<file path="src/adc_seq_cfg.svh">
// Constants for the hardware-triggered converter sequencer
// Behaviour
// RULE1: No-wait run set only arms trigger standby
// RULE2: Software waits stabilization before setting run
// RULE3: No-wait scan trigger converts four slots in order
// RULE4: Each conversion stores result and raises irq
// RULE5: No-wait scan one-shot rearms, run stays set
// RULE6: Scan trigger mid-conversion restarts from slot zero
// RULE7: Select write aborts, restarts on new channel
// RULE8: Run rewrite aborts and restarts from start
// RULE9: No-wait run clear aborts to powered standby
// RULE10: Power clear in standby enters stop
// RULE11: No-wait triggers ignored while run clear
// RULE12: Wait mode power-on enters trigger standby
// RULE13: Wait trigger starts conversion, sets run
// RULE14: Wait select sequential restarts without trigger
// RULE15: Wait one-shot clears run and stops
// RULE16: Wait scan sequential repeats channel sequence
// RULE17: Wait run clear aborts to trigger standby
// RULE18: Power clear makes triggers ignored
// RULE19: Select trigger mid-conversion restarts same channel
// RULE20: Select mode resumes on newly written channel
// RULE21: Run set ignored while power clear
// RULE22: Mode configuration held and steers everything
// RULE23: Result holds until next completed conversion
`ifndef ADC_SEQ_CFG_SVH
`define ADC_SEQ_CFG_SVH
`define CLK_PERIOD_NS 8
`define STAB_TIME_NS 1000
`define STAB_CYCLES ((`STAB_TIME_NS + `CLK_PERIOD_NS - 1) / `CLK_PERIOD_NS)
`define CONV_TIME_NS 2000
`define CONV_CYCLES (`CONV_TIME_NS / `CLK_PERIOD_NS)
`define RESULT_WIDTH 10
`define CHAN_WIDTH 5
`define SLOT_FIRST 2'h0
`define SLOT_LAST 2'h3
`define CHAN_RESET 5'h00
`define RESULT_RESET 10'h000
`endif

</file>
<file path="src/adc_seq_pkg.sv">
// Types shared by the converter sequencer
`include "adc_seq_cfg.svh"
package adc_seq_pkg;
   typedef enum logic [1:0] {
      TRIG_SOFT   = 2'h0,
      TRIG_NOWAIT = 2'h2,
      TRIG_WAIT   = 2'h3
   } trigMode_t;
   typedef struct packed {
      trigMode_t trig;
      logic      scan;
      logic      oneShot;
   } modeCfg_t;
   typedef enum logic [3:0] {
      ST_STOP  = 4'h1,
      ST_IDLE  = 4'h2,
      ST_ARMED = 4'h4,
      ST_CONV  = 4'h8
   } seqState_t;
   typedef struct packed {
      logic [`RESULT_WIDTH-1:0] value;
      logic [`CHAN_WIDTH-1:0]   channel;
   } convResult_t;
endpackage

</file>
<file path="src/adc_hw_trigger_sequencer.sv">
// Sequencer for hardware-triggered converter operation
`timescale 1ns/1ns
`include "adc_seq_cfg.svh"
module adc_hw_trigger_sequencer #(
   parameter int unsigned CONV_CYCLES = `CONV_CYCLES
) (
   // Clock and reset
   input  wire logic                        clock,
   input  wire logic                        reset,
   // Software control writes
   input  wire logic                        modeWrite,
   input  wire adc_seq_pkg::modeCfg_t       modeData,
   input  wire logic                        powerWrite,
   input  wire logic                        powerData,
   input  wire logic                        runWrite,
   input  wire logic                        runData,
   input  wire logic                        selectWrite,
   input  wire logic [`CHAN_WIDTH-1:0]      selectData,
   // Trigger source and analog result
   input  wire logic                        hwTrigger,
   input  wire logic [`RESULT_WIDTH-1:0]    sarResult,
   // Status and results
   output adc_seq_pkg::modeCfg_t            converterModeReg0_q,
   output logic                             converterPowerEnable_q,
   output logic                             conversionRun_q,
   output logic [`CHAN_WIDTH-1:0]           channelSelectReg_q,
   output adc_seq_pkg::convResult_t         conversionResultReg_q,
   output logic                             conversionDoneIrq_q,
   output adc_seq_pkg::seqState_t           seqState_q,
   output logic [`CHAN_WIDTH-1:0]           activeChannel_q,
   output logic                             analogPowered_q
);
   import adc_seq_pkg::*;

   seqState_t              state_d;
   logic                   run_d;
   logic [1:0]             slot_q;
   logic [1:0]             slot_d;
   logic                   startConv;
   logic                   abortConv;
   logic                   storeResult;
   logic                   timerBusy;
   logic                   timerDone;
   logic                   analog_d;
   logic [`CHAN_WIDTH-1:0] chan_d;

   // Decoded controls
   wire isSoft   = converterModeReg0_q.trig == TRIG_SOFT;
   wire isWait   = converterModeReg0_q.trig == TRIG_WAIT;
   wire isNoWait = converterModeReg0_q.trig == TRIG_NOWAIT;
   wire isScan   = converterModeReg0_q.scan;
   wire isOneSh  = converterModeReg0_q.oneShot;
   wire powerOn  = powerWrite & powerData;
   wire powerOff = powerWrite & ~powerData;
   wire runSet   = runWrite & runData;
   wire runClr   = runWrite & ~runData;
   wire stConv   = seqState_q == ST_CONV;
   wire stArmed  = seqState_q == ST_ARMED;
   wire stIdle   = seqState_q == ST_IDLE;
   wire stStop   = seqState_q == ST_STOP;
   wire trigHw   = hwTrigger & ~isSoft;
   wire lastSlot = ~isScan | (slot_q == `SLOT_LAST);
   wire [`CHAN_WIDTH-1:0] selNext =
      selectWrite ? selectData : channelSelectReg_q;
   wire [`CHAN_WIDTH-1:0] chanFirst = selNext;
   wire [`CHAN_WIDTH-1:0] chanNext =
      selNext + {{(`CHAN_WIDTH-2){1'b0}}, slot_q + 2'h1};
   wire restartReq = trigHw | selectWrite | runSet;

   // Sequencing; power loss outranks every other event
   always_comb begin
      state_d     = seqState_q;
      run_d       = conversionRun_q;
      slot_d      = slot_q;
      chan_d      = activeChannel_q;
      startConv   = 1'b0;
      abortConv   = 1'b0;
      storeResult = 1'b0;
      case (seqState_q)
         ST_STOP: begin
            if (powerOn) begin // RULE21
               state_d = isWait ? ST_ARMED : ST_IDLE; // RULE12
            end
         end
         ST_IDLE: begin
            if (powerOff) begin
               state_d = ST_STOP; // RULE10
            end else if (runSet && isSoft) begin
               state_d   = ST_CONV;
               run_d     = 1'b1;
               slot_d    = `SLOT_FIRST;
               chan_d    = chanFirst;
               startConv = 1'b1;
            end else if (runSet) begin
               state_d = ST_ARMED; // RULE1
               run_d   = ~isWait;
            end
         end
         ST_ARMED: begin
            if (powerOff) begin
               state_d = ST_STOP; // RULE18
               run_d   = 1'b0;
            end else if (runClr && !isWait) begin
               state_d = ST_IDLE;
               run_d   = 1'b0;
            end else if (trigHw && (isWait || conversionRun_q)) begin // RULE11
               state_d   = ST_CONV; // RULE3 RULE13
               run_d     = 1'b1;
               slot_d    = `SLOT_FIRST;
               chan_d    = chanFirst;
               startConv = 1'b1;
            end
         end
         ST_CONV: begin
            storeResult = timerDone & ~powerOff & ~runClr; // RULE4
            if (powerOff) begin
               state_d   = ST_STOP;
               run_d     = 1'b0;
               abortConv = 1'b1;
            end else if (runClr) begin
               state_d   = isWait ? ST_ARMED : ST_IDLE; // RULE9 RULE17
               run_d     = 1'b0;
               abortConv = 1'b1;
            end else if (restartReq) begin
               // RULE6 RULE7 RULE8 RULE19 RULE20
               slot_d    = `SLOT_FIRST;
               chan_d    = chanFirst;
               startConv = 1'b1;
            end else if (timerDone && !lastSlot) begin
               slot_d    = slot_q + 2'h1; // RULE3
               chan_d    = chanNext;
               startConv = 1'b1;
            end else if (timerDone && !isOneSh) begin
               slot_d    = `SLOT_FIRST; // RULE14 RULE16
               chan_d    = chanFirst;
               startConv = 1'b1;
            end else if (timerDone) begin
               state_d = isSoft ? ST_IDLE : ST_ARMED; // RULE5
               run_d   = isNoWait; // RULE15
            end
         end
         default: begin
            state_d = ST_STOP;
            run_d   = 1'b0;
         end
      endcase
   end

   // The wait-mode trigger standby keeps the analog part unpowered; only ST_CONV powers it
   assign analog_d = isWait ? (state_d == ST_CONV) : (state_d != ST_STOP);

   conv_timer #(
      .CYCLES (CONV_CYCLES)
   ) u_timer (
      .clock (clock),
      .reset (reset),
      .start (startConv),
      .abort (abortConv),
      .busy  (timerBusy),
      .done  (timerDone)
   );

   // RULE22
   always_ff @(posedge clock) begin
      if (reset) begin
         converterModeReg0_q <= '{trig: TRIG_SOFT, scan: 1'b0, oneShot: 1'b0};
         converterPowerEnable_q <= 1'b0;
         channelSelectReg_q     <= `CHAN_RESET;
      end else begin
         if (modeWrite) begin
            converterModeReg0_q <= modeData;
         end
         if (powerWrite) begin
            converterPowerEnable_q <= powerData;
         end
         if (selectWrite) begin
            channelSelectReg_q <= selectData;
         end
      end
   end

   always_ff @(posedge clock) begin
      if (reset) begin
         seqState_q      <= ST_STOP;
         conversionRun_q <= 1'b0;
         slot_q          <= `SLOT_FIRST;
         activeChannel_q <= `CHAN_RESET;
         analogPowered_q <= 1'b0;
      end else begin
         seqState_q      <= state_d;
         conversionRun_q <= run_d;
         slot_q          <= slot_d;
         activeChannel_q <= chan_d;
         analogPowered_q <= analog_d;
      end
   end

   // Only a finished conversion reaches the result; aborts leave it
   always_ff @(posedge clock) begin
      if (reset) begin
         conversionResultReg_q <= '{value: `RESULT_RESET,
                                    channel: `CHAN_RESET};
         conversionDoneIrq_q   <= 1'b0;
      end else begin
         conversionDoneIrq_q <= storeResult; // RULE4
         if (storeResult) begin
            conversionResultReg_q <= '{value: sarResult,
                                       channel: activeChannel_q}; // RULE23
         end
      end
   end

   wire quietCtl = ~powerWrite & ~runWrite & ~selectWrite & ~modeWrite;
endmodule // adc_hw_trigger_sequencer

</file>
<file path="src/conv_timer.sv">
// Conversion duration timer with restart and abort
`timescale 1ns/1ns
`include "adc_seq_cfg.svh"
module conv_timer #(
   parameter int unsigned CYCLES = `CONV_CYCLES
) (
   // Clock and reset
   input  wire logic clock,
   input  wire logic reset,
   // Control
   input  wire logic start,
   input  wire logic abort,
   // Status
   output logic      busy,
   output logic      done
);
   localparam int unsigned CW = $clog2(CYCLES + 1);
   logic [CW-1:0] count_q;
   logic          busy_q;
   logic          done_q;

   // A start while busy reloads the count, dropping the partial work
   always_ff @(posedge clock) begin
      if (reset) begin
         count_q <= '0;
         busy_q  <= 1'b0;
         done_q  <= 1'b0;
      end else begin
         done_q <= 1'b0;
         if (abort) begin
            busy_q <= 1'b0;
         end else if (start) begin
            busy_q  <= 1'b1;
            count_q <= CW'(CYCLES - 1);
         end else if (busy_q) begin
            if (count_q == '0) begin
               busy_q <= 1'b0;
               done_q <= 1'b1;
            end else begin
               count_q <= count_q - 1'b1;
            end
         end
      end
   end

   assign busy = busy_q;
   assign done = done_q;
endmodule // conv_timer

</file>
<file path="config.mk">
export PLATFORM = sky130hd
export DESIGN_NAME = adc_hw_trigger_sequencer
export DESIGN_NICKNAME = d
export VERILOG_FILES = /design/src/adc_seq_pkg.sv /design/src/adc_hw_trigger_sequencer.sv /design/src/conv_timer.sv
export VERILOG_INCLUDE_DIRS = /design/src
export SDC_FILE = /design/constraint.sdc
export NUM_CORES = 1
export LEC_CHECK = 0
export BUFFER_PORTS_ARGS = -buffer_cell sky130_fd_sc_hd__clkbuf_2
export CORE_ASPECT_RATIO = 0.5
export CORE_MARGIN = 5
export CORE_UTILIZATION = 40
export DETAILED_ROUTE_END_ITERATION = 10
export PLACE_DENSITY = 0.77
export SLEW_MARGIN = 15
export SYNTH_ARGS = -nofsm -noshare
export SYNTH_HDL_FRONTEND = slang
export SYNTH_HIERARCHICAL = 1
export SYNTH_SLANG_ARGS = --single-unit
</file>
<file path="constraint.sdc">
create_clock -name clock -period 2.5 [get_ports clock]
set_input_delay 0.125 -clock clock [delete_from_list [all_inputs] [get_ports clock]]
set_output_delay 0.125 -clock clock [all_outputs]
set_load 0.02 [all_outputs]
</file>
# After elaboration in Yosys (flattened, before gate mapping)
# Cells that the tools add are included.
dict set report totals {
  register_bits 49
  latchBits 0
  mem_bits_rw 0
  mem_bits_ro 0
  input_bits 28
  output_inout_bits 37
  elab_cells 156
  n_memories 0
}
dict set report classes {
  add_sub_neg 3
  mul 0
  n_div 0
  order_cmp 0
  n_eq_ne 24
  shifts 0
  mux 75
  bitwise_logic 20
  n_reduce_logical 18
}
# operator n
set ops {}
lappend ops {{2-to-1 mux 5 bit} 11}
lappend ops {{2-to-1 mux 4 bit} 13}
lappend ops {{2-to-1 mux 1 bit} 31}
lappend ops {{2-to-1 mux 8 bit} 3}
lappend ops {{2-to-1 mux 2 bit} 10}
lappend ops {{one-hot mux 4 bit (4 select lines)} 1}
lappend ops {{one-hot mux 5 bit (3 select lines)} 1}
lappend ops {{!= test 2 bit (second input constant)} 6}
lappend ops {{!= test 4 bit (second input constant)} 3}
lappend ops {{inverter 1 bit} 10}
lappend ops {{AND reduction 9 bit} 1}
lappend ops {{equality test 4 bit (second input constant)} 2}
lappend ops {{zero test 8 bit} 1}
lappend ops {{!= test 4 x 1 -> 1 bit (second input constant)} 2}
lappend ops {{AND reduction 8 bit} 1}
lappend ops {{subtractor 8 x 1 -> 8 bit (second input constant)} 1}
lappend ops {{bitwise AND 1 bit} 7}
lappend ops {{equality test 2 bit (second input constant)} 3}
lappend ops {{2-to-1 mux 3 bit} 2}
lappend ops {{one-hot mux 2 bit (3 select lines)} 1}
lappend ops {{adder 5 x 2 -> 5 bit} 1}
lappend ops {{logical AND 1 bit} 5}
lappend ops {{equality test 4 x 1 -> 1 bit (second input constant)} 1}
lappend ops {{equality test 4 x 2 -> 1 bit (second input constant)} 1}
lappend ops {{17 further kinds} 22}

# Logic depth before layout (Yosys ltp)
dict set report logic_depth {
  ltp_word 11
  mapped_depth 11
  depth_no_buf 10
}

# By module
# Netlist, hierarchy kept.
# mod instances cells_per_inst area_per_inst_um2 seq_area_each_um2
set modules_own_cells {}
lappend modules_own_cells {adc_hw_trigger_sequencer 1 240 1984.4 780.7}
lappend modules_own_cells {conv_timer 1 61 558.0 200.2}

# Worst setup path before layout
# No wires, ideal clock.
dict set report synth_timing {
  path_type {register -> register}
  startpoint {register converterModeReg0_q[2] (netlist name)}
  endpoint {register u_timer.count_q[4]}
  setup_ns 0.132
  arrival_time_ns 2.642
  setup_slack_ns -0.274
  stages_incl_launch_ff 12
  path_buffers 2
  period_less_slack_ns 2.774
  path_cell_list {dfxtp_1 > clkbuf_1 > maj3_1 > nand2_1 > nor3_1 > nor3_4 > inv_1 > buf_6 > or4b_4 > o2111ai_1 > xor2_1 > a21oi_1}
}
dict set report synth_between {
  elab_chain_cells 11
  word_cells_on_any_way 24
  cone_classes {2 x eq/ne; 10 x mux; 4 x bitwise; 8 x reduce/logical}
}
# item line_no
set synth_lines {}
lappend synth_lines {{start, declared} adc_hw_trigger_sequencer.sv:23} ;# output adc_seq_pkg::modeCfg_t converterModeReg0_q,
lappend synth_lines {{start signal, assigned} adc_hw_trigger_sequencer.sv:166} ;# converterModeReg0_q <= '{trig: TRIG_SOFT, scan: 1'b0, oneShot: 1'b0};
lappend synth_lines {{start signal, assigned} adc_hw_trigger_sequencer.sv:171} ;# converterModeReg0_q <= modeData;
lappend synth_lines {{zero test 2 bit} adc_hw_trigger_sequencer.sv:48} ;# wire isSoft = converterModeReg0_q.trig == TRIG_SOFT;
lappend synth_lines {{inverter 1 bit} adc_hw_trigger_sequencer.sv:61} ;# wire trigHw = hwTrigger & ~isSoft;
lappend synth_lines {{bitwise AND 1 bit} adc_hw_trigger_sequencer.sv:61}
lappend synth_lines {{OR 1 bit (2 in a row)} adc_hw_trigger_sequencer.sv:68} ;# wire restartReq = trigHw | selectWrite | runSet;
lappend synth_lines {{2-to-1 mux 1 bit} adc_hw_trigger_sequencer.sv:124} ;# end else if (restartReq) begin
lappend synth_lines {{2-to-1 mux 1 bit} adc_hw_trigger_sequencer.sv:120} ;# end else if (runClr) begin
lappend synth_lines {{2-to-1 mux 1 bit} adc_hw_trigger_sequencer.sv:116} ;# if (powerOff) begin
lappend synth_lines {{one-hot mux 1 bit (3 select lines) (*)} adc_hw_trigger_sequencer.sv:79} ;# case (seqState_q)
lappend synth_lines {{via startConv} adc_hw_trigger_sequencer.sv:39} ;# logic startConv;
lappend synth_lines {{!= test 2 bit (no source line) or nonzero test 2 bit (tied branches)} n/a}
lappend synth_lines {{AND reduction 3 bit (no source line)} n/a}
lappend synth_lines {{end signal, assigned} conv_timer.sv:34} ;# count_q <= CW'(CYCLES - 1);
lappend synth_lines {{end signal, assigned} conv_timer.sv:40} ;# count_q <= count_q - 1'b1;
lappend synth_lines {{end, declared} conv_timer.sv:18} ;# logic [CW-1:0] count_q;
# The timed path passes the listed nets; every way through them passes the cells marked *.
# A chain may end at the register's enable or synchronous reset.

# Final worst setup path
dict set report layout_timing {
  startpoint {register seqState_q[3]}
  endpoint {register u_timer.count_q[1]}
}
dict set report layout_between {
  elab_chain_cells 4
  word_cells_on_any_way 10
  cone_classes {4 x eq/ne; 3 x mux; 1 x bitwise; 2 x reduce/logical}
}
# item line_no
set layout_lines {}
lappend layout_lines {{start, declared} adc_hw_trigger_sequencer.sv:29} ;# output adc_seq_pkg::seqState_t seqState_q,
lappend layout_lines {{start signal, assigned} adc_hw_trigger_sequencer.sv:190} ;# seqState_q <= state_d;
lappend layout_lines {{equality test 4 bit, or another cell as far along} adc_hw_trigger_sequencer.sv:79}
lappend layout_lines {{one-hot mux 1 bit (3 select lines) (*)} adc_hw_trigger_sequencer.sv:79}
lappend layout_lines {{via startConv} adc_hw_trigger_sequencer.sv:39}
lappend layout_lines {{!= test 2 bit (no source line) or nonzero test 2 bit (tied branches)} n/a}
lappend layout_lines {{AND reduction 3 bit (no source line)} n/a}
# Marked as above.

==> results.md <==
- Clk network pwr share: 0.423
- Commonest non-fill, non-tap cell in the layout: clkbuf_2
- Min Hold Slack: 54.2 ps
- Worst vdd ir: 0.000260 V
- Worst r2r dst: u_timer/count_q[1]$_SDFFE_PP0P_
- Setup TNS: 0 ps
- Combinational share of power: 0.099
- Filler cells: 542
- # diodes: 0
- Die area: 8150 um2
- Top Family by Delay on Critical Path: simple AND/OR/NAND/NOR gates
- CTS sink cnt: 49
- GR Overflow Total: 0
- Top FF cell, synth: dfxtp_1
- Seq/Total Area, Yosys: 0.386
- Leak Pwr: 1.37 nW
- Synthesized area per cell: 8.45 um2
- R2R setup slack: 140 ps
- Synth-to-layout area growth: 29.5%
- Worst EP arrival: 2580 ps
- Sw Share: 0.239
- CTS clk-pin slew, worst paths: 70 ps
- Vias in the first global route: 2,400
- Synthesized instance count: 301
- Cts bufs inserted: 5
- Net Switching: 404 uW
- Multi-input gate area: 1510 um2
- Post-synth EDFFs: 0
- Final WL: 7.09 mm
- Initial Utilization: 0.416
- Via density: 5.44
- Hold-critical path depth: 3
- CP cell instances: or4b_4, nor3_2, o21a_1, nor3_4, inv_2, o21ba_4, o21ai_4, or3_1, a21oi_1
- Core area: 6110 um2
- Post-DRT Antenna Nets: 0
- Pint: 1.28 mW
- Flop pwr share: 0.477
- Critical path data required time: 2720 ps
- Vias post-DR: 2,536
- Async SR Flop Fraction: 0
- Hold buffer count at cts: 0
- Most frequent cells in the layout: clkbuf_2 (64), nand2_1 (42), dfxtp_1 (41), a21oi_1 (26), nor2_1 (24)
- Final routed DRC violation total: 0
- Yosys warnings: 6
- Slew margin rel.: 0.593
- IO Count: 65
- WL/cell: 15.2 um
- Cell row count: 20
- Critical path buffer and inverter count: 1
- FF+latch area: 998 um2
- Die Span Y: 66.4 um
- Max Root-Sink Buffers: 2
- R2r worst-path depth: 9
- Post-Syn Area: 2540 um2
- Final period util: 0.943
- Startpoint Class: register
- Port Buffer Count: 64
- Critical path endpoint category: register
- Yosys reg bits: 49
- Peak fanout along the critical path: 9
- H-tree Lvls: 2
- DRT Pass-1 Iters: 5
- Outcome: complete, no violations
- Crit path depth: 9
- Netlist cell types: 66
- Min cycle time layout: 2360 ps
- First-pass GRT wire length: 11.7 mm
- Routability cong.: 0.936
- Mapped Nets: 335
- CTS tree: built
- Worst R2R Start: seqState_q[3]$_SDFF_PP0_
- Endpoints failing setup: 0
- Max-cap violations: 0
- All-Layer GR Usage: 0.182
- Slew @ Worst Pin: 603 ps
- Final Slew Violations: 0
- Iter 0 DRT Violations: 222
- Endpoints failing hold: 0
- Clock Latency Late Sink: 290 ps
- Hold path start: sarResult[2]
- Antenna violations before repair: 0
- Crit path kind: register to register
- Hold EP: conversionResultReg_q[7]$_SDFFE_PP0P_
- Peak Freq: 0.424 GHz
- Final clock skew: 5.12 ps
- Worst Hold Class: input pin to register
- Root Buffer: clkbuf_16
- Nets: 411
- Largest net degree at the start of global routing: 32
- Power per cell area: 513 nW/um2
- Die Wd: 123 um
- Critical-path top delay cell: or4b_4
- Post-DP HPWL: 5.06 mm
- Fraction of layout cells with a size suffix above 1: 0.341
- Slowest cell delay on critical path: 530 ps
==> cells in the mapped netlist (3+ instances only) <==
cell type | instances | share of area
buf_1 | 3 | 0.0044
o211ai_1 | 3 | 0.0089
nor3_1 | 7 | 0.014
clkbuf_1 | 6 | 0.0089
dfxtp_1 | 49 | 0.39
or3_1 | 5 | 0.012
inv_1 | 9 | 0.013
nor3b_1 | 3 | 0.0089
or2_2 | 3 | 0.0074
nor2_1 | 24 | 0.035
nand2_1 | 43 | 0.063
ha_1 | 5 | 0.025
nor4_1 | 3 | 0.0074
nand3_1 | 9 | 0.018
buf_4 | 3 | 0.0089
nand2b_1 | 4 | 0.0098
mux2i_1 | 15 | 0.059
nor2b_1 | 7 | 0.017
a21oi_1 | 27 | 0.053
o21ai_0 | 10 | 0.020
nand4_1 | 5 | 0.012
a211oi_1 | 3 | 0.0089
xor2_1 | 3 | 0.010
==> metrics by stage <==
stage | worst slack [ps] | total power, mW | area (um2) | std cells | util
after floorplan | -106 | 0.923 | 2610 | 301 | -
after global placement | 94.4 | 0.983 | 3070 | 454 | 0.503
after detailed placement | 35.3 | 0.985 | 3070 | 454 | 0.503
after CTS | 4.86 | 1.69 | 3230 | 462 | 0.528
after global routing | -1.55 | 1.76 | 3290 | 466 | 0.539
final | 142 | 1.69 | 3290 | 466 | 0.539
==> registers in the layout, summed over array words and instances (netlist names) <==
signal	count
conversionResultReg_q	15
u_timer/count_q	8
activeChannel_q	5
channelSelectReg_q	5
seqState_q	4
converterModeReg0_q	2
slot_q	2
analogPowered_q	1
conversionDoneIrq_q	1
conversionRun_q	1
converterPowerEnable_q	1
isOneSh	1
isScan	1
u_timer/busy	1
u_timer/done	1
==> layout make-up <==
class                   instances  share of cell area
multi-input cells             226               0.459
repair buffers                 85               0.145
well taps                      88              0.0334
clock inverters                 1             0.00152
inverters                      10              0.0114
clock buffers                   7              0.0464
flip-flops and latches         49               0.303
==> logic make-up after synthesis <==
family          Yosys count  synth area share
flops                    49             0.386
mux                      17            0.0679
fa+ha+maj                 7            0.0364
simple gates            130             0.270
compound gates           68             0.177
buf+inv                  26            0.0497
xor+xnor                  4            0.0138
==> worst max-delay path by stage <==
stage	from	endpoint	slack [ps]
5_1_grt	slot_q[0]$_SDFFE_PP0P_	u_timer/count_q[4]$_SDFFE_PP0P_	-2
3_3_place_gp	slot_q[0]$_SDFFE_PP0P_	u_timer/count_q[5]$_SDFFE_PP0P_	90
4_1_cts	slot_q[1]$_SDFFE_PP0P_	u_timer/count_q[5]$_SDFFE_PP0P_	5
6_report	seqState_q[3]$_SDFF_PP0_	u_timer/count_q[1]$_SDFFE_PP0P_	140
2_1_floorplan	converterModeReg0_q[2]$_SDFFE_PP0P_	u_timer/count_q[4]$_SDFFE_PP0P_	-110
3_5_place_dp	slot_q[0]$_SDFFE_PP0P_	u_timer/count_q[5]$_SDFFE_PP0P_	40
==> layer usage <==
layer	part of all wire	wire, um	GRT usage
met1	0.45	3170	0.236
met2	0.48	3430	0.298
met3	0.053	375	0.0410
met4	0.016	112	0.0628
met5	0	0	0
==> worst reg2reg max path, delay by kind of cell (launching register included) <==
kind,cells,cell delay [ps]
flip-flops,1,400
AO/OA/AOI/OAI,4,680
buffers and inverters,1,110
AND/OR/NAND/NOR,4,1090
==> repair_timing <==
| item | CTS | global route |
|---|---|---|
| endpoints found under the setup margin | 0 | 8 |
| buffers inserted | 0 | 4 |
| gates resized for setup | 0 | 9 |
==> power groups by stage <==
stage               Combinational (mW)  Sequential, mW  Clock (mW)
floorplan                       0.0884           0.834           0
finish                           0.168           0.806       0.715
global route                     0.183           0.807       0.765
detailed placement               0.161           0.824           0
global placement                 0.159           0.824           0
CTS                              0.162           0.807       0.719
Note: power is estimated with default switching activity, not from simulation.
